[config.mk]
export PLATFORM = sky130hd
export DESIGN_NAME = dpw_watchdog_top
export DESIGN_NICKNAME = d
export VERILOG_FILES = /design/src/dpw_pkg.sv /design/src/dpw_watchdog_top.sv /design/src/dpw_wd_timer.sv
export SDC_FILE = /design/constraint.sdc
export NUM_CORES = 1
export LEC_CHECK = 0
export BUFFER_PORTS_ARGS = -buffer_cell sky130_fd_sc_hd__buf_2
export CAP_MARGIN = 15
export CORE_ASPECT_RATIO = 0.5
export CORE_UTILIZATION = 30
export CTS_BUF_LIST = sky130_fd_sc_hd__clkbuf_8
export DETAILED_ROUTE_END_ITERATION = 16
export PLACE_DENSITY = 0.46
export SYNTH_ARGS = -nofsm -noshare
export SYNTH_HDL_FRONTEND = slang
export SYNTH_SLANG_ARGS = --single-unit
[constraint.sdc]
create_clock -name i_core_clk -period 2.8 [get_ports i_core_clk]
set_input_delay 0.28 -clock i_core_clk [delete_from_list [all_inputs] [get_ports i_core_clk]]
set_output_delay 0.28 -clock i_core_clk [all_outputs]
set_load 0.01 [all_outputs]
[src/dpw_pkg.sv]
// Constants shared by the dual process data watchdog
package dpw_pkg;
   localparam int unsigned CLK_PERIOD_NS  = 40;
   localparam int unsigned WD_TICK_NS     = 100000;
   localparam int unsigned DEF_TIMEOUT_MS = 100;
   localparam int unsigned TICK_EXTRA     = 2;

   localparam int unsigned TMO_W   = 16;
   localparam int unsigned OUT_W   = 16;
   localparam int unsigned STATE_W = 4;
   localparam int unsigned ADDR_W  = 8;
   localparam int unsigned NUM_WD  = 2;

   localparam logic [TMO_W-1:0] MULT_RST =
      TMO_W'(WD_TICK_NS / CLK_PERIOD_NS - TICK_EXTRA);
   localparam logic [TMO_W-1:0] TMO_RST =
      TMO_W'((DEF_TIMEOUT_MS * 1000000) / WD_TICK_NS);

   localparam logic [ADDR_W-1:0] REG_MULT     = 8'h00;
   localparam logic [ADDR_W-1:0] REG_NET_TMO  = 8'h04;
   localparam logic [ADDR_W-1:0] REG_LOC_TMO  = 8'h08;
   localparam logic [ADDR_W-1:0] REG_CTRL     = 8'h0C;
   localparam logic [ADDR_W-1:0] REG_STATUS   = 8'h10;
   localparam logic [ADDR_W-1:0] REG_IRQ_STS  = 8'h14;
   localparam logic [ADDR_W-1:0] REG_IRQ_MASK = 8'h18;

   localparam int unsigned WD_NET = 0;
   localparam int unsigned WD_LOC = 1;

   localparam logic [NUM_WD-1:0] CTRL_RST = 2'h3;
   localparam logic [NUM_WD-1:0] MASK_RST = 2'h0;

   localparam logic [1:0] RESP_OKAY   = 2'h0;
   localparam logic [1:0] RESP_SLVERR = 2'h2;
endpackage : dpw_pkg

[src/dpw_watchdog_top.sv]
// Dual process data watchdog with AXI4-Lite registers
`timescale 1ns/1ps
`default_nettype none
// Contract
// - Two independent watchdogs: network traffic and local interface traffic.
// - Network watchdog timeout defaults to 100 ms.
// - Local interface watchdog timeout defaults to 100 ms.
// - Each successful network process data exchange restarts the network count.
// - Enabled network watchdog expiring forces all outputs to false.
// - Expiry leaves the operational state untouched; only outputs change.
// - Tripped network watchdog stays tripped until next successful exchange or until it is disabled.
// - Enabled local watchdog trips after silence on the local interface.
// - Timeouts are software configurable, not fixed.
// - One tick lasts multiplier plus two periods of the 40 ns clock.
// - One shared multiplier; each watchdog has its own timeout count.
// - Network timeout value zero disables that watchdog completely.
// - Timeout accepts 0 to 65535; multiplier accepts 0 to 65535.
module dpw_watchdog_top (
   input  wire logic                      i_core_clk,
   input  wire logic                      i_sys_rst,
   input  wire logic                      i_net_pd_ok,
   input  wire logic                      i_local_access,
   input  wire logic [dpw_pkg::OUT_W-1:0] i_proc_out,
   input  wire logic [dpw_pkg::STATE_W-1:0] i_run_state,
   output logic      [dpw_pkg::OUT_W-1:0] o_proc_out,
   output logic      [dpw_pkg::STATE_W-1:0] o_run_state,
   output logic                           o_net_tripped,
   output logic                           o_loc_tripped,
   output logic                           o_irq,
   input  wire logic [dpw_pkg::ADDR_W-1:0] i_s_axi_awaddr,
   input  wire logic                      i_s_axi_awvalid,
   output logic                           o_s_axi_awready,
   input  wire logic [31:0]               i_s_axi_wdata,
   input  wire logic [3:0]                i_s_axi_wstrb,
   input  wire logic                      i_s_axi_wvalid,
   output logic                           o_s_axi_wready,
   output logic [1:0]                     o_s_axi_bresp,
   output logic                           o_s_axi_bvalid,
   input  wire logic                      i_s_axi_bready,
   input  wire logic [dpw_pkg::ADDR_W-1:0] i_s_axi_araddr,
   input  wire logic                      i_s_axi_arvalid,
   output logic                           o_s_axi_arready,
   output logic [31:0]                    o_s_axi_rdata,
   output logic [1:0]                     o_s_axi_rresp,
   output logic                           o_s_axi_rvalid,
   input  wire logic                      i_s_axi_rready
);
   import dpw_pkg::*;

   logic [TMO_W-1:0]  mult_q;
   logic [TMO_W-1:0]  tmo_q [NUM_WD];
   logic [NUM_WD-1:0] ctrl_q;
   logic [NUM_WD-1:0] irq_sts_q;
   logic [NUM_WD-1:0] irq_mask_q;
   logic [NUM_WD-1:0] tripped;
   logic [NUM_WD-1:0] expire;
   logic [NUM_WD-1:0] restart;
   logic [TMO_W:0]    tick_cnt_q;
   logic              tick;
   logic [OUT_W-1:0]  proc_out_q;
   logic [STATE_W-1:0] run_state_q;

   logic              aw_have_q;
   logic              w_have_q;
   logic [ADDR_W-1:0] awaddr_q;
   logic [31:0]       wdata_q;
   logic [3:0]        wstrb_q;
   logic              bvalid_q;
   logic [1:0]        bresp_q;
   logic              rvalid_q;
   logic [31:0]       rdata_q;
   logic [1:0]        rresp_q;
   logic              wr_go;
   logic [TMO_W-1:0]  wmask;
   logic [NUM_WD-1:0] w1c;

   // ---------------- Tick generator ----------------
   // Tick fires every mult+2 base cycles
   assign tick = (tick_cnt_q >= ({1'b0, mult_q} + 17'h0_0001));

   always_ff @(posedge i_core_clk) begin
      if (i_sys_rst || tick) begin
         tick_cnt_q <= '0;
      end else begin
         tick_cnt_q <= tick_cnt_q + 17'h0_0001;
      end
   end

   // ---------------- Watchdogs ----------------
   assign restart[WD_NET] = i_net_pd_ok;
   assign restart[WD_LOC] = i_local_access;

   generate
      for (genvar g = 0; g < NUM_WD; g++) begin : g_wd
         // Shared tick, separate timeout per watchdog
         dpw_wd_timer u_timer (
            .i_core_clk (i_core_clk),
            .i_sys_rst  (i_sys_rst),
            .i_tick     (tick),
            .i_restart  (restart[g]),
            .i_enable   (ctrl_q[g]),
            .i_timeout  (tmo_q[g]),
            .o_tripped  (tripped[g]),
            .o_expire   (expire[g])
         );
      end
   endgenerate

   assign o_net_tripped = tripped[WD_NET];
   assign o_loc_tripped = tripped[WD_LOC];

   // ---------------- Outputs ----------------
   always_ff @(posedge i_core_clk) begin
      if (i_sys_rst || tripped[WD_NET]) begin
         proc_out_q <= '0;
      end else begin
         proc_out_q <= i_proc_out;
      end
   end

   // Operational state is carried through, never touched by expiry
   always_ff @(posedge i_core_clk) begin
      if (i_sys_rst) begin
         run_state_q <= '0;
      end else begin
         run_state_q <= i_run_state;
      end
   end

   assign o_proc_out  = proc_out_q;
   assign o_run_state = run_state_q;

   // ---------------- Interrupts ----------------
   assign o_irq = |(irq_sts_q & irq_mask_q);

   // Expiry beats a same-cycle write-one-to-clear
   always_ff @(posedge i_core_clk) begin
      if (i_sys_rst) begin
         irq_sts_q <= '0;
      end else begin
         irq_sts_q <= (irq_sts_q & ~w1c) | expire;
      end
   end

   // ---------------- AXI4-Lite write ----------------
   assign o_s_axi_awready = !aw_have_q && !bvalid_q;
   assign o_s_axi_wready  = !w_have_q && !bvalid_q;
   assign o_s_axi_bvalid  = bvalid_q;
   assign o_s_axi_bresp   = bresp_q;
   assign wr_go = aw_have_q && w_have_q && !bvalid_q;
   assign wmask = {{8{wstrb_q[1]}}, {8{wstrb_q[0]}}};
   assign w1c   = (wr_go && (awaddr_q == REG_IRQ_STS) && wstrb_q[0]) ?
                  wdata_q[NUM_WD-1:0] : '0;

   always_ff @(posedge i_core_clk) begin
      if (i_sys_rst || wr_go) begin
         aw_have_q <= 1'b0;
      end else if (i_s_axi_awvalid && o_s_axi_awready) begin
         aw_have_q <= 1'b1;
      end
   end

   always_ff @(posedge i_core_clk) begin
      if (i_sys_rst) begin
         awaddr_q <= '0;
      end else if (i_s_axi_awvalid && o_s_axi_awready) begin
         awaddr_q <= {i_s_axi_awaddr[ADDR_W-1:2], 2'h0};
      end
   end

   always_ff @(posedge i_core_clk) begin
      if (i_sys_rst || wr_go) begin
         w_have_q <= 1'b0;
      end else if (i_s_axi_wvalid && o_s_axi_wready) begin
         w_have_q <= 1'b1;
      end
   end

   always_ff @(posedge i_core_clk) begin
      if (i_sys_rst) begin
         wdata_q <= '0;
         wstrb_q <= '0;
      end else if (i_s_axi_wvalid && o_s_axi_wready) begin
         wdata_q <= i_s_axi_wdata;
         wstrb_q <= i_s_axi_wstrb;
      end
   end

   always_ff @(posedge i_core_clk) begin
      if (i_sys_rst) begin
         bvalid_q <= 1'b0;
         bresp_q  <= RESP_OKAY;
      end else if (wr_go) begin
         bvalid_q <= 1'b1;
         case (awaddr_q)
            REG_MULT, REG_NET_TMO, REG_LOC_TMO, REG_CTRL,
            REG_STATUS, REG_IRQ_STS, REG_IRQ_MASK: begin
               bresp_q <= RESP_OKAY;
            end
            default: begin
               bresp_q <= RESP_SLVERR;
            end
         endcase
      end else if (i_s_axi_bready) begin
         bvalid_q <= 1'b0;
      end
   end

   // ---------------- Configuration registers ----------------
   always_ff @(posedge i_core_clk) begin
      if (i_sys_rst) begin
         mult_q <= MULT_RST;
      end else if (wr_go && (awaddr_q == REG_MULT)) begin
         mult_q <= (mult_q & ~wmask) | (wdata_q[TMO_W-1:0] & wmask);
      end
   end

   always_ff @(posedge i_core_clk) begin
      if (i_sys_rst) begin
         tmo_q[WD_NET] <= TMO_RST;
         tmo_q[WD_LOC] <= TMO_RST;
      end else if (wr_go && (awaddr_q == REG_NET_TMO)) begin
         tmo_q[WD_NET] <= (tmo_q[WD_NET] & ~wmask) | (wdata_q[TMO_W-1:0] & wmask);
      end else if (wr_go && (awaddr_q == REG_LOC_TMO)) begin
         tmo_q[WD_LOC] <= (tmo_q[WD_LOC] & ~wmask) | (wdata_q[TMO_W-1:0] & wmask);
      end
   end

   always_ff @(posedge i_core_clk) begin
      if (i_sys_rst) begin
         ctrl_q <= CTRL_RST;
      end else if (wr_go && (awaddr_q == REG_CTRL) && wstrb_q[0]) begin
         ctrl_q <= wdata_q[NUM_WD-1:0];
      end
   end

   always_ff @(posedge i_core_clk) begin
      if (i_sys_rst) begin
         irq_mask_q <= MASK_RST;
      end else if (wr_go && (awaddr_q == REG_IRQ_MASK) && wstrb_q[0]) begin
         irq_mask_q <= wdata_q[NUM_WD-1:0];
      end
   end

   // ---------------- AXI4-Lite read ----------------
   assign o_s_axi_arready = !rvalid_q;
   assign o_s_axi_rvalid  = rvalid_q;
   assign o_s_axi_rdata   = rdata_q;
   assign o_s_axi_rresp   = rresp_q;

   always_ff @(posedge i_core_clk) begin
      if (i_sys_rst) begin
         rvalid_q <= 1'b0;
         rdata_q  <= '0;
         rresp_q  <= RESP_OKAY;
      end else if (i_s_axi_arvalid && o_s_axi_arready) begin
         rvalid_q <= 1'b1;
         rresp_q  <= RESP_OKAY;
         case ({i_s_axi_araddr[ADDR_W-1:2], 2'h0})
            REG_MULT:     rdata_q <= {16'h0000, mult_q};
            REG_NET_TMO:  rdata_q <= {16'h0000, tmo_q[WD_NET]};
            REG_LOC_TMO:  rdata_q <= {16'h0000, tmo_q[WD_LOC]};
            REG_CTRL:     rdata_q <= {30'h0000_0000, ctrl_q};
            REG_STATUS:   rdata_q <= {30'h0000_0000, tripped};
            REG_IRQ_STS:  rdata_q <= {30'h0000_0000, irq_sts_q};
            REG_IRQ_MASK: rdata_q <= {30'h0000_0000, irq_mask_q};
            default: begin
               rdata_q <= '0;
               rresp_q <= RESP_SLVERR;
            end
         endcase
      end else if (i_s_axi_rready) begin
         rvalid_q <= 1'b0;
      end
   end

   // ---------------- Assertions ----------------
   logic [TMO_W:0] gap_q;
   logic           seen_tick_q;

   always_ff @(posedge i_core_clk) begin
      if (i_sys_rst) begin
         gap_q       <= '0;
         seen_tick_q <= 1'b0;
      end else if (tick) begin
         gap_q       <= 17'h0_0001;
         seen_tick_q <= 1'b1;
      end else begin
         gap_q <= gap_q + 17'h0_0001;
      end
   end
endmodule : dpw_watchdog_top
`default_nettype wire

[src/dpw_wd_timer.sv]
// One watchdog timer counting ticks since the last restart
`timescale 1ns/1ps
`default_nettype none
module dpw_wd_timer (
   input  wire logic                     i_core_clk,
   input  wire logic                     i_sys_rst,
   input  wire logic                     i_tick,
   input  wire logic                     i_restart,
   input  wire logic                     i_enable,
   input  wire logic [dpw_pkg::TMO_W-1:0] i_timeout,
   output logic                          o_tripped,
   output logic                          o_expire
);
   import dpw_pkg::*;

   logic [TMO_W-1:0] cnt_q;
   logic             tripped_q;
   logic             active;
   logic [TMO_W:0]   cnt_inc;

   // Zero timeout disables the timer completely
   assign active  = i_enable && (i_timeout != '0);
   assign cnt_inc = {1'b0, cnt_q} + 17'h0_0001;
   // Restart beats an expiry landing on the same edge
   assign o_expire = active && i_tick && !tripped_q && !i_restart &&
                     (cnt_inc >= {1'b0, i_timeout});
   assign o_tripped = tripped_q;

   always_ff @(posedge i_core_clk) begin
      if (i_sys_rst || i_restart || !active) begin
         cnt_q <= '0;
      end else if (i_tick && (cnt_q != '1)) begin
         cnt_q <= cnt_inc[TMO_W-1:0];
      end
   end

   always_ff @(posedge i_core_clk) begin
      if (i_sys_rst || i_restart || !active) begin
         tripped_q <= 1'b0;
      end else if (o_expire) begin
         tripped_q <= 1'b1;
      end
   end
endmodule : dpw_wd_timer
`default_nettype wire

# After elaboration in Yosys (flattened, before gate mapping)
# Memories as Yosys holds them, arrays and structs flattened.
# Index checks and enable logic that the tools add are counted.
# totals
wordCells	130
ram_bits	32
out_inout_bits	64
in_bits	81
memories	1
ff_bits	157
# classes
mux	19
bitwise_logic	14
n_eq_ne	14
reduce_logical	54
n_addsub	4
n_lt_le_gt_ge	3
# mem_list
memory	depth	word_bits	rd	rd_clocked_by_memory_dff	write_ports	line_no	text
tmo_q	2	16	2	0	2	dpw_watchdog_top.sv:51	logic [TMO_W-1:0] tmo_q [NUM_WD];
# op_table
cell	count
$pmux W16 S7	1
$and A16 B16 Y16	4
$add A16 B1 Y17 const B	3
$or A16 B16 Y16	3
$eq A6 B3 Y1 const B	6
$ge A17 B16 Y1	2
$mux W16	2
$ne A16 B16 Y1 const B	2
$reduce_bool A16 Y1	2
$logic_and A1 B1 Y1	28
$eq A6 B2 Y1 const B	4
$add A17 B1 Y17 const B	1
$ge A17 B17 Y1	1
$not A16 Y16	1
$reduce_or A7 Y1	2
$mux W1	13
$eq A6 B1 Y1 const B	2
$logic_not A1 Y1	10
$logic_not A8 Y1	1
$logic_or A1 B1 Y1	7
$logic_not A6 Y1	1
$mux W2	3
$and A2 B2 Y2	2
$reduce_bool A2 Y1	2
4 further kinds	5

# Logic depth before layout (Yosys ltp)
# Gate-level depths: netlist of the first run.
# logic_depth
word_depth	8
depth_mapped	15
ltp_nobuf	12

# Modules after synthesis
# From an unflattened synthesis of the first run, not the netlist that was laid out.
# hier_totals
hier_cells	1028
area_unflattened_um2	9211.3
# modules_own_cells
module	instances	cells_each	seq_area_each_um2	area_each_um2
dpw_watchdog_top	1	673	3062.9	6262.3
dpw_wd_timer at g_wd[1].u_timer	1	182	340.3	1480.2
dpw_wd_timer at g_wd[0].u_timer	1	173	340.3	1468.9

# Worst setup path after synthesis of the first run
# OpenSTA, ideal clock, no wires.
# synth_path
path_type	reg-to-reg
from	reg (tool-made name)
to	reg tick_cnt_q[12]
t_arrival_ns	2.945
path_stages_with_launch	15
setup_slack_ns	-0.207
setup_time_ns	0.062
n_path_buf	3
required_time_ns	2.738
synth_period_minus_slack_ns	3.007
path_cell_list	dfxtp_1 -> and3_1 -> nand3_1 -> or3_1 -> nor2_1 -> xnor2_1 -> ha_1 -> a21oi_1 -> nand2_1 -> a221o_1 -> clkbuf_1 -> or3_1 -> buf_6 -> buf_12 -> nor2_4
# synth_rtl
element	line_no	text
end signal, assigned	dpw_watchdog_top.sv:85	tick_cnt_q <= tick_cnt_q + 17'h0_0001;
end, declared	dpw_watchdog_top.sv:58	logic [TMO_W:0] tick_cnt_q;

==> results.md, run 1 <==
STA:
- The relative slew slack is 34.2%.
- The final count of hold timing violations is 0.
- The max-slew violation count came to 0.
- Setup repair after global routing could not meet its margin everywhere.
- After layout, the worst setup slack is -0.240 ns.
- Setup violations remaining at the end of the flow were counted as 53.
- At the pin with the least slew margin, the transition time is 0.986 ns.
- The clock arrives with 0.0165 ns of skew.
- The routed design could run at a clock period as short as 3.04 ns.
- The maximum clock frequency is 329 MHz.
- The final critical path takes up 109% of the cycle.

Pwr:
- Power spread over the standard cell area amounts to 408 mW/mm2.
- The analysis attributes to cell leakage a power of 5.24 nW.
- The maximum VDD drop is 232 uV.

Worst hold path:
- The min-delay analysis places its worst path in the category in2reg.

Place:
- The number of port buffers is 104.
- Routability-driven placement finished with a final weighted congestion of 0.862.
- Once placement finished, the instance area stood at 0.0110 mm2.
- The worst slack after detailed placement is -0.391 ns.
- The HPWL after detailed placement is 21.7 mm.

Floorplan:
- The I/O pin count is 145.
- The die covers 0.0323 mm2.
- The area of the core region is 0.0307 mm2.
- The horizontal extent of the die is 253 um.
- Once the floorplan was initialized, standard cells occupied 30.9% of the core.
- The vertical die dimension is 128 um.
- After floorplanning, the core was divided into 45 placement rows.

Logic synthesis:
- The synthesized design contains 32 enable-type register cells.
- Synthesis produced 1095 cells.
- The distinct cell type count of the synthesized netlist is 61.
- In the synthesized netlist the dominant register cell turns out to be sky130_fd_sc_hd__dfxtp_1.
- The Yosys step of the flow raised 0 warnings.
- The per-instance average area after synthesis is 8.65 um2.
- After synthesis, flip-flops and latches occupy 39.5% of the total area.
- Of all flip-flops after synthesis, the portion carrying an async set or reset was 0%.
- The synthesized flop and latch total is 171.
- The mapped netlist covers 0.00947 mm2.

Detailed routing:
- Dividing the detail-routed via count by the number of cells gives 4.88.
- The number of DRC markers in iteration 0 is 539.
- The detail route stage leaves a number of antenna-violating nets equal to 0.
- The first detailed-routing pass ran for 5 iterations.
- After detailed routing, the number of remaining DRC violations is 0.
- The final route contains 8495 vias.
- The wire length per cell after detailed routing is 16.4 um.
- The routed wire length is 28.5 mm.

GRT:
- The first global-routing pass estimated 44.4 mm of wire.
- For met3 alone, demand over resource in global routing was 3.67%.
- The busiest metal layer after global routing is met2.
- The number of global-route vias before repair is 8071.
- The total global routing overflow is 0.
- The overall global routing resource usage is 17.9%.
- The number of antenna violations at the first check in global routing was 0.
- The met2 usage is 27.6%.
- Global routing used 25.0% of the available met1 tracks.
- The maximum number of pins on one net before global-route repair is 45.

Final layout:
- The multi-input combinational cells in the finished layout cover a total of 0.00537 mm2.
- The filler cells instantiated in the layout total 3127.
- The share of cells above drive strength 1 is 21.1%.
- The final cell area excluding filler cells is 0.0121 mm2.
- From synthesis to final layout, the design area changed by 27.5%.
- In the layout the commonest cells are 159 x sky130_fd_sc_hd__nand2_1, 134 x sky130_fd_sc_hd__dfxtp_1, 104 x sky130_fd_sc_hd__buf_2, 88 x sky130_fd_sc_hd__buf_4, 65 x sky130_fd_sc_hd__a21oi_1.
- For this run, the post-layout net count is 1440.
- Registers take 0.00375 mm2.
- The commonest non-fill, non-tap cell in the layout is sky130_fd_sc_hd__nand2_1.
- The total inserted antenna cells is 0.

Worst setup path:
- Data arrives at the worst endpoint at 3.48 ns.
- The largest fanout on the critical path is 8.
- The register-to-register setup slack is -0.24 ns.
- The kind of start point of the critical path is a register.
- For the worst setup path, the data required time is 3.24 ns.
- STA classifies the critical path endpoint as a register.
- The category of the most critical setup path is reg2reg.

Clock tree:
- The count of H-tree levels built during CTS is 4.
- The clock passes through at most 2 buffers.
- The clock tree from TritonCTS is yes.
- The root buffer cell is sky130_fd_sc_hd__clkbuf_8.
- In this run, CTS created clock tree buffers numbering 17.
- Clock-pin slew was measured on the worst setup and hold paths at 0.10 ns.
- The insertion delay of the later-clocked pin in the worst-skew pair is 0.50 ns.
- The number of clock sinks is 171.

Outcome:
- The final reports fail on setup timing.
- The flow ran to the end, but the final reports show violations.

Flow run:
- Max-cap violations in this run came to 0.
[per-stage QoR]
step                util [%]  total power [mW]  hold WS (ns)  std cells  setup TNS, ns
finish                  39.3              4.92        0.0378       1742          -8.59
global route            39.3              5.12        0.0118       1742         -15.67
CTS                     38.8              4.97       0.00126       1738          -6.46
detailed placement      35.9              3.07         0.460       1662         -16.38
global placement        35.9              3.06         0.453       1662         -12.23
floorplan                  -              2.92         0.380       1112          -1.85
[critical path, cell delays in order, from the launching register on]
cell	delay, ns
sky130_fd_sc_hd__dfxtp_2	0.34
sky130_fd_sc_hd__and3_4	0.18
sky130_fd_sc_hd__nand3_2	0.08
sky130_fd_sc_hd__or3_4	0.40
sky130_fd_sc_hd__nor2_2	0.13
sky130_fd_sc_hd__xnor2_1	0.14
sky130_fd_sc_hd__ha_1	0.29
sky130_fd_sc_hd__and4_1	0.20
sky130_fd_sc_hd__a221o_4	0.52
sky130_fd_sc_hd__or3_4	0.39
sky130_fd_sc_hd__clkbuf_16	0.19
sky130_fd_sc_hd__nor2_1	0.10
[cell families after synthesis]
kind of cell	after synthesis	synth area share, %
other	1	0.0396
and+or+nand+nor	439	23.6
DFF	171	39.5
muxes	50	5.43
buffers and inverters	122	5.99
adders and majority gates	53	7.00
AOI/OAI and AO/OA	201	13.1
xor gates and xnor gates	58	5.36
[what timing repair did]
action | CTS | global route
hold buffers | 43 | 0
hold endpoints to repair | 43 | 0
endpoints found under the setup margin | 53 | 53
pin swaps | 5 | 6
setup buffers | 1 | 1
resized for setup | 17 | 14
gates cloned | 0 | 3
[layout make-up]
type	instances	area share [%]
multi-input cells	819	44.5
clock inverters	14	1.30
well taps	423	4.38
clock buffers	18	2.05
inverters	51	1.59
flip-flops and latches	171	31.1
repair buffers	246	15.2
[cell usage after synthesis, types with 2 or more instances]
cell	n	area, um2
sky130_fd_sc_hd__a211o_1	4	35.0
sky130_fd_sc_hd__a211oi_1	8	60.1
sky130_fd_sc_hd__a21o_1	7	52.6
sky130_fd_sc_hd__a21oi_1	65	325
sky130_fd_sc_hd__a22oi_1	15	113
sky130_fd_sc_hd__and2_1	28	175
sky130_fd_sc_hd__and3_1	33	206
sky130_fd_sc_hd__and4_1	6	52.6
sky130_fd_sc_hd__buf_1	6	22.5
sky130_fd_sc_hd__buf_2	8	40.0
sky130_fd_sc_hd__buf_4	18	135
sky130_fd_sc_hd__buf_6	2	22.5
sky130_fd_sc_hd__clkbuf_1	36	135
sky130_fd_sc_hd__dfxtp_1	139	2780
sky130_fd_sc_hd__edfxtp_1	32	961
sky130_fd_sc_hd__ha_1	53	663
sky130_fd_sc_hd__inv_1	51	191
sky130_fd_sc_hd__mux2i_1	48	480
sky130_fd_sc_hd__nand2_1	160	601
sky130_fd_sc_hd__nand2b_1	27	169
sky130_fd_sc_hd__nand3_1	29	145
sky130_fd_sc_hd__nand3b_1	9	67.6
sky130_fd_sc_hd__nand4_1	24	150
sky130_fd_sc_hd__nand4b_1	2	17.5
sky130_fd_sc_hd__nor2_1	63	236
sky130_fd_sc_hd__nor2_2	3	18.8
sky130_fd_sc_hd__nor2_4	8	90.1
sky130_fd_sc_hd__nor2b_1	8	50.1
sky130_fd_sc_hd__nor3_1	15	75.1
sky130_fd_sc_hd__nor4_1	11	68.8
sky130_fd_sc_hd__o2111ai_1	5	43.8
sky130_fd_sc_hd__o211ai_1	26	195
sky130_fd_sc_hd__o21ai_0	54	270
sky130_fd_sc_hd__o21ai_1	3	15.0
sky130_fd_sc_hd__o32ai_1	2	17.5
sky130_fd_sc_hd__or3_1	6	37.5
sky130_fd_sc_hd__xnor2_1	25	219
sky130_fd_sc_hd__xor2_1	33	289
[power breakdown]
group	total [mW]	internal, mW	switching, mW
Combinational	0.432	0.187	0.245
Clock	1.86	0.895	0.961
Sequential	2.63	2.56	0.0700
[registers in the layout, summed over array words and instances (netlist names), named ones only]
name / count
o_s_axi_bvalid: 1
o_s_axi_rresp: 1
g_wd.u_timer.o_tripped: 2
aw_have_q: 1
g_wd.u_timer.cnt_q: 32
o_proc_out: 16
awaddr_q: 6
tick_cnt_q: 17
ctrl_q: 2
irq_sts_q: 2
o_s_axi_rvalid: 1
o_s_axi_rdata: 16
o_run_state: 4
w_have_q: 1
wdata_q: 16
wstrb_q: 2
tmo_q: 32
irq_mask_q: 2
o_s_axi_bresp: 1
[path summary, 6_finish.rpt]
check	start	to	cells after the start
min	i_s_axi_awaddr[3]	awaddr_q[3]$_SDFFE_PP0P_	3
max	register	tick_cnt_q[16]$_SDFF_PP0_	11
min reg2reg	tick_cnt_q[0]$_SDFF_PP0_	tick_cnt_q[0]$_SDFF_PP0_	1
max reg2reg	register	tick_cnt_q[16]$_SDFF_PP0_	11
[per-layer routing]
| metal | part of all wire, % | vias to the layer above | wire (um) |
|---|---|---|---|
| li1 | - | 4227 | - |
| met1 | 50 | 4095 | 14200 |
| met2 | 44 | 148 | 12700 |
| met3 | 4.2 | 25 | 1190 |
| met4 | 1.7 | 0 | 497 |
| met5 | 0 | - | 0 |
Note: power is estimated with default switching activity, not from simulation.
==> inputs of run 2 (changes only) <==
BUFFER_PORTS_ARGS = not set   (was -buffer_cell sky130_fd_sc_hd__buf_2)
DONT_BUFFER_PORTS = 1   (was not set)
PLACE_DENSITY = 0.42   (was 0.46)
==> run 2 against run 1 <==
Effect of this change: the run still ends with setup timing left; die area stayed put; final area shrank 3.0%; first-iteration DRC count fell by 3.7%; wire length is 3.0% higher; maximum frequency rose by 2.2%; power is 3.9% lower; critical endpoint is now tick_cnt_q[6]$_SDFF_PP0_.
==> results.md, run 2 (synthesis results as in run 1) <==
Clock tree:
- The number of clock sinks is 171 (unchanged).
- The maximum buffer depth of the clock tree is 2 (unchanged).
- The insertion delay of the later-clocked pin in the worst-skew pair was 0.50 ns (about the same).
- The tree is rooted in a sky130_fd_sc_hd__clkbuf_8.
- TritonCTS built the clock tree.
- The number of buffers created by CTS came to 17 (unchanged).
- The clock-pin transition on the worst setup and hold timing paths is 0.10 ns (about the same).
- The count of H-tree levels built during CTS came to 4 (unchanged).

STA:
- Setup repair after global routing could not meet its margin everywhere.
- The total negative setup slack came to -6.08 ns (+2.51 ns).
- The slew at the pin with the worst max-slew slack came to 1.06 ns (+0.0775 ns).
- The final worst slack is -0.174 ns (+0.0652 ns).
- The post-layout minimum cycle time came to 2.97 ns (-0.0652 ns).
- The relative slew slack is 29.1% (-5.1 points).
- The portion of the clock cycle consumed by the worst path in the final layout is 106% (-2.3 points).
- The maximum clock frequency came to 336 MHz (+2.2%).
- The clock tree skew after final layout was 0.0135 ns (-0.00308 ns).
- The final count of hold timing violations is 0 (unchanged).
- The max-slew violation count is 0 (unchanged).
- The total of endpoints with negative setup slack in the final report was 52 (-1.9%).

Detailed routing:
- The number of DRC violations after detailed routing is 0 (unchanged).
- The routed metal-1 wire length is 14.2 mm (+0.19%).
- The number of vias after detailed routing is 8079 (-4.9%).
- The detailed-routing iteration count for the pre-antenna-repair pass was 5 (unchanged).
- The wire length per cell after detailed routing is 17.9 um (+9.0%).
- The wire length on met2 is 13.3 mm (+5.1%).
- The routed wire length is 29.4 mm (+3.0%).
- The residual antenna-violating net count after detailed routing is 0 (unchanged).
- The met3 wire length is 1.57 mm (+32%).
- In this run the top signal layer used is met4.
- The number of vias per cell is 4.91 (+0.71%).
- The number of DRC markers in iteration 0 is 519 (-3.7%).

Floorplan:
- The I/O pin count came to 145 (unchanged).
- The count of standard-cell rows is 45 (unchanged).
- The initial core utilization is 30.9% (unchanged).
- The vertical die dimension came to 128 um (unchanged).
- The area of the die is 0.0323 mm2 (unchanged).
- The horizontal extent of the die is 253 um (unchanged).
- The area of the core region is 0.0307 mm2 (unchanged).

Worst setup path:
- The largest fanout on the critical path is 8 (unchanged).
- The critical path arrival is 3.42 ns (-0.06 ns).
- The worst setup path is launched from a register.
- The required time reported for the critical path endpoint is 3.25 ns (about the same).
- The register-to-register setup slack is -0.17 ns (+0.07 ns).
- The category of the most critical setup path is reg2reg.
- STA classifies the critical path endpoint as a register.

Place:
- The total cell area at the placement stage is 0.0104 mm2 (-5.5%).
- The global placement routability congestion is 0.830 (-3.8%).
- The number of port buffers is 0 (-100%).
- The HPWL reported at the end of detailed placement was 21.3 mm (-1.5%).

GRT:
- The overall global routing resource usage is 18.4% (+0.52 points).
- The global-route wire length before repair is 44.9 mm (+1.0%).
- The number of global-route vias before repair came to 7770 (-3.7%).
- The maximum number of pins on one net before global-route repair is 73 (+62%).
- The total global routing overflow came to 0 (unchanged).
- The number of antenna violations at the first check in global routing is 0 (unchanged).

Pwr:
- The maximum VDD drop came to 270 uV (+16%).
- The reported leakage power is 4.81 nW (-8.2%).
- The power density over cell area is 404 mW/mm2 (-0.95%).

Final layout:
- The library cells used most frequently in the layout, excluding fill and tap cells, are 159 x sky130_fd_sc_hd__nand2_1, 135 x sky130_fd_sc_hd__dfxtp_1, 87 x sky130_fd_sc_hd__buf_4, 63 x sky130_fd_sc_hd__a21oi_1, 57 x sky130_fd_sc_hd__nor2_1.
- The post-layout net count is 1343 (-6.7%).
- The library cell used most frequently in the layout, excluding fill and tap cells, is sky130_fd_sc_hd__nand2_1.
- The share of cells above drive strength 1 came to 15.5% (-5.6 points).
- Relative to the synthesized area, the layout overhead comes to 23.7%.
- The total inserted antenna cells came to 0 (unchanged).
- In the final layout, the registers with the most flip-flops are g_wd.u_timer.cnt_q (32), tmo_q (32), tick_cnt_q (17).
- The final cell area excluding filler cells is 0.0117 mm2 (-3.0%).

Outcome:
- The flow ran to the end, but the final reports show violations.
- The checks that failed: setup timing.

Worst hold path:
- The min-delay analysis places its worst path in the category in2reg.
- The worst hold path startpoint is i_s_axi_araddr[3].

Flow run:
- The max capacitance violation total is 0 (unchanged).
==> run 2: changes by cell type in the layout (fill, tap and decap cells not counted), sizes merged <==
cell / before / now
bufinv: 3 / 0
inv: 56 / 57
buf: 200 / 97
clkbuf: 21 / 23
dlygate4sd3: 43 / 49
==> run 2: metrics by stage <==
stage | instances | power [mW] | worst slack (ns) | hold slack (ns) | util, %
CTS | 1639 | 4.78 | -0.187 | 0.0202 | 37.3
detailed placement | 1552 | 2.98 | -0.292 | 0.353 | 33.9
global placement | 1552 | 2.97 | -0.243 | 0.358 | 33.9
finish | 1645 | 4.73 | -0.174 | 0.0633 | 38.2
global route | 1645 | 4.94 | -0.337 | 0.0337 | 38.2
floorplan | 1112 | 2.92 | -0.124 | 0.380 | -
==> run 2: power breakdown <==
| group | switching, mW | total (mW) | leakage, nW | internal [mW] |
|---|---|---|---|---|
| registers | 0.0762 | 2.64 | 1.42 | 2.56 |
| clock network | 1.03 | 1.72 | 0.188 | 0.693 |
| logic | 0.213 | 0.367 | 3.20 | 0.154 |
| total | 1.32 | 4.73 | 4.81 | 3.41 |
==> run 2: what timing repair did <==
action,4_1_cts,5_1_grt
pin swaps,5,30
cloned,1,3
endpoints found under the setup margin,53,53
resized for setup,22,38
hold buffers,50,0
endpoints found under the hold margin,88,0
setup buffers,4,4
==> run 2: path summary, 6_finish.rpt <==
kind / end / depth (start not counted)
setup reg to reg: tick_cnt_q[6]$_SDFF_PP0_ / 11
setup / recovery: tick_cnt_q[6]$_SDFF_PP0_ / 11
hold / removal: o_s_axi_rdata[1]$_SDFFE_PP0P_ / 2
hold reg to reg: wdata_q[15]$_SDFFE_PP0P_ / 2
==> run 2: area by class of cell <==
class | instances | area, um2
clock inverter | 12 | 86.3
tap | 423 | 529
sequential | 171 | 3750
timing repair buffer | 149 | 1410
fill | 3115 | 19000
clock buffer | 20 | 275
multi-input combinational | 819 | 5470
inverter | 51 | 199
==> run 2: metal layers <==
metal	vias up	track usage (%)
met5	-	0
met4	0	3.81
met3	21	4.60
met2	159	28.5
met1	3875	25.7
li1	4024	-
==> run 2: worst max-delay path: stages, from the launching register on <==
cell and delay (ns):
sky130_fd_sc_hd__dfxtp_2 0.34, sky130_fd_sc_hd__and3_4 0.20, sky130_fd_sc_hd__nand3_4 0.06, sky130_fd_sc_hd__or3_4 0.41
sky130_fd_sc_hd__nor2_4 0.11, sky130_fd_sc_hd__xnor2_2 0.08, sky130_fd_sc_hd__ha_1 0.35, sky130_fd_sc_hd__and4_1 0.17
sky130_fd_sc_hd__a221o_2 0.52, sky130_fd_sc_hd__or3_4 0.40, sky130_fd_sc_hd__clkbuf_16 0.20, sky130_fd_sc_hd__nor2_1 0.08
==> inputs of run 3 (changes only) <==
CTS_BUF_LIST = sky130_fd_sc_hd__clkbuf_4   (was sky130_fd_sc_hd__clkbuf_8)
CTS_CLUSTER_SIZE = 20   (was not set)
SETUP_SLACK_MARGIN = 0.4   (was not set)
==> run 3 against run 2 <==
Effect of this change: the run still ends with setup timing left; via count rose by 1.6%; critical path depth rose by 1; clock power fell by 7%; sequential power barely moved; die area did not move; sequential share of layout area fell by 0.41 points; first-iteration DRC count rose by 18%; clock skew rose by 0.021 ns; global-route usage rose by 0.19 points; final cell count rose by 1.9%; largest power group unchanged; highest routed layer unchanged.
==> results.md, run 3 (synthesis results as in run 1) <==
STA:
- The total of endpoints with negative setup slack in the final report was 51 (-1.9%).
- The max-slew violation count is 0 (unchanged).
- The clock tree skew after final layout is 0.0348 ns (+0.0213 ns).
- The relative slew slack is 27.0% (-2.1 points).
- The portion of the clock cycle consumed by the worst path in the final layout is 106% (+0.26 points).
- The maximum clock frequency is 335 MHz (-0.25%).
- The final count of hold timing violations was 0 (unchanged).
- The slew at the pin with the worst max-slew slack is 1.09 ns (+0.0313 ns).
- Setup repair after global routing could not meet its margin everywhere.
- The post-layout minimum cycle time is 2.98 ns (+0.00739 ns).
- The final worst slack is -0.182 ns (-0.00739 ns).

Pwr:
- The maximum VDD drop is 237 uV (-12%).
- The power density over cell area is 388 mW/mm2 (-3.8%).
- The reported leakage power is 4.94 nW (+2.7%).
- The overall power after layout was 4.60 mW (-2.6%).

Detailed routing:
- The detailed-routing iteration count for the pre-antenna-repair pass came to 5 (unchanged).
- The number of vias per cell is 4.89 (-0.34%).
- The wire length per cell after detailed routing came to 17.7 um (-1.1%).
- The routed wire length was 29.6 mm (+0.81%).
- The residual antenna-violating net count after detailed routing was 0 (unchanged).
- The number of DRC violations after detailed routing is 0 (unchanged).
- The number of vias after detailed routing is 8208 (+1.6%).
- The number of DRC markers in iteration 0 was 610 (+18%).

GRT:
- In this run the most used layer during global routing was met2.
- The number of antenna violations at the first check in global routing came to 1 (+1).
- The fraction of met1 tracks used by global routing is 26.1% (+0.40 points).
- The global-route wire length before repair is 45.3 mm (+0.89%).
- The maximum number of pins on one net before global-route repair is 75 (+2.7%).
- The overall global routing resource usage is 18.6% (+0.19 points).
- The total global routing overflow is 0 (unchanged).
- The number of global-route vias before repair was 7921 (+1.9%).
- The met2 usage is 29.2% (+0.68 points).
- The met3 track utilization from global routing is 3.79% (-0.81 points).

Worst setup path:
- The critical path in this run is classified as reg2reg.
- The critical path arrival came to 3.57 ns (+0.15 ns).
- The required time reported for the critical path endpoint came to 3.39 ns (+0.14 ns).
- The kind of start point of the critical path is a register.
- The largest fanout on the critical path is 17 (+9).
- The critical path endpoint category is a register.

Final layout:
- The share of cells above drive strength 1 is 16.9% (+1.4 points).
- The multi-input logic area came to 0.00543 mm2 (-0.76%).
- The post-layout net count is 1373 (+2.2%).
- The register area is 0.00375 mm2 (about the same).
- The final cell area excluding filler cells is 0.0119 mm2 (+1.3%).
- The largest registers in the layout are g_wd.u_timer.cnt_q (32), tmo_q (32), tick_cnt_q (17).
- In the layout the commonest cells are 158 x sky130_fd_sc_hd__nand2_1, 136 x sky130_fd_sc_hd__dfxtp_1, 109 x sky130_fd_sc_hd__buf_4, 64 x sky130_fd_sc_hd__a21oi_1, 56 x sky130_fd_sc_hd__nor2_1.
- The area growth from synthesis to layout is 25.3%.
- The library cell used most frequently in the layout, excluding fill and tap cells, is sky130_fd_sc_hd__nand2_1.
- The count of fill cells added during filler insertion was 3161 (+1.5%).

Floorplan:
- The count of standard-cell rows is 45 (unchanged).
- The horizontal extent of the die is 253 um (unchanged).
- The vertical die dimension is 128 um (unchanged).
- The area of the die was 0.0323 mm2 (unchanged).
- The initial core utilization is 30.9% (unchanged).
- The area of the core region is 0.0307 mm2 (unchanged).
- The I/O pin count is 145 (unchanged).

Place:
- The total cell area at the placement stage is 0.0106 mm2 (+2.2%).
- The HPWL reported at the end of detailed placement is 21.9 mm (+2.9%).
- The global placement routability congestion is 0.858 (+3.5%).
- The number of port buffers was 0 (unchanged).

Clock tree:
- The root buffer cell chosen for the clock tree is sky130_fd_sc_hd__clkbuf_4.
- The insertion delay of the later-clocked pin in the worst-skew pair is 0.65 ns (+0.15 ns).
- The number of clock sinks is 171 (unchanged).
- The maximum buffer depth of the clock tree came to 2 (unchanged).
- The clock-pin transition on the worst setup and hold timing paths is 0.15 ns (+0.05 ns).
- The number of buffers created by CTS is 17 (unchanged).
- The count of H-tree levels built during CTS was 4 (unchanged).
- The clock tree from TritonCTS is yes.

Outcome:
- The run finished, with violations left.
- The final reports fail on setup timing.

Flow run:
- The max capacitance violation total is 0 (unchanged).

Worst hold path:
- The tightest min-delay check is of the in2reg type.
- The startpoint identified for the worst hold timing path is i_local_access.
[run 3: report_power, final]
| part | total, mW | internal (mW) | switching, mW |
|---|---|---|---|
| Sequential | 2.65 | 2.57 | 0.0797 |
| Clock | 1.60 | 0.575 | 1.02 |
| Combinational | 0.364 | 0.152 | 0.211 |
[run 3: per-layer routing]
metal	share of wire, %	routed length, um
met5	0	0
met3	3.8	1130
met1	51	15000
met4	0.92	273
met2	45	13200
[run 3: worst paths after layout]
path,slack [ns],endpoint,depth (start not counted)
worst max-delay path,-0.18,tick_cnt_q[8]$_SDFF_PP0_,12
worst min-delay path,0.06,g_wd[1].u_timer.o_tripped$_SDFFE_PP0P_,3
worst max register to register,-0.18,tick_cnt_q[8]$_SDFF_PP0_,12
worst min register to register,0.48,tick_cnt_q[0]$_SDFF_PP0_,1
[run 3: timing repair]
| item | CTS | global route |
|---|---|---|
| buffers inserted | 3 | 3 |
| hold endpoints to repair | 108 | 0 |
| gates cloned | 2 | 1 |
| endpoints found under the setup margin | 53 | 61 |
| hold buffers | 55 | 0 |
| gates resized for setup | 36 | 16 |
| pin swaps | 22 | 10 |
[run 3: worst max-delay path: stages (launching register included)]
cell	delay (ns)
sky130_fd_sc_hd__dfxtp_2	0.35
sky130_fd_sc_hd__and3_4	0.19
sky130_fd_sc_hd__nand3_2	0.09
sky130_fd_sc_hd__or3_4	0.42
sky130_fd_sc_hd__nor2_4	0.11
sky130_fd_sc_hd__xnor2_2	0.07
sky130_fd_sc_hd__ha_1	0.33
sky130_fd_sc_hd__and4_1	0.19
sky130_fd_sc_hd__a221o_1	0.39
sky130_fd_sc_hd__buf_6	0.18
sky130_fd_sc_hd__or3_4	0.35
sky130_fd_sc_hd__buf_12	0.18
sky130_fd_sc_hd__nor2_4	0.10
[run 3: layout make-up]
| cell class | count | share of cell area [%] |
|---|---|---|
| well taps | 423 | 4.46 |
| repair buffers | 179 | 14.0 |
| clock buffers | 19 | 1.20 |
| multi-input cells | 819 | 45.7 |
| clock inverters | 13 | 1.33 |
| inverters | 51 | 1.61 |
| diodes | 2 | 0.0422 |
| flip-flops and latches | 171 | 31.6 |
[run 3: through the flow]
| stage | hold slack [ns] | std cells | util [%] | setup TNS [ns] | setup WS, ns |
|---|---|---|---|---|---|
| 3_3_place_gp | 0.359 | 1579 | 34.7 | -6.77 | -0.183 |
| 3_5_place_dp | 0.358 | 1579 | 34.7 | -10.72 | -0.287 |
| 4_1_cts | 0.00215 | 1671 | 38.3 | -6.96 | -0.202 |
| 6_report | 0.0563 | 1677 | 38.7 | -6.81 | -0.182 |
| 2_1_floorplan | 0.380 | 1112 | - | -1.79 | -0.123 |
| 5_1_grt | 0.0180 | 1677 | 38.7 | -13.97 | -0.320 |
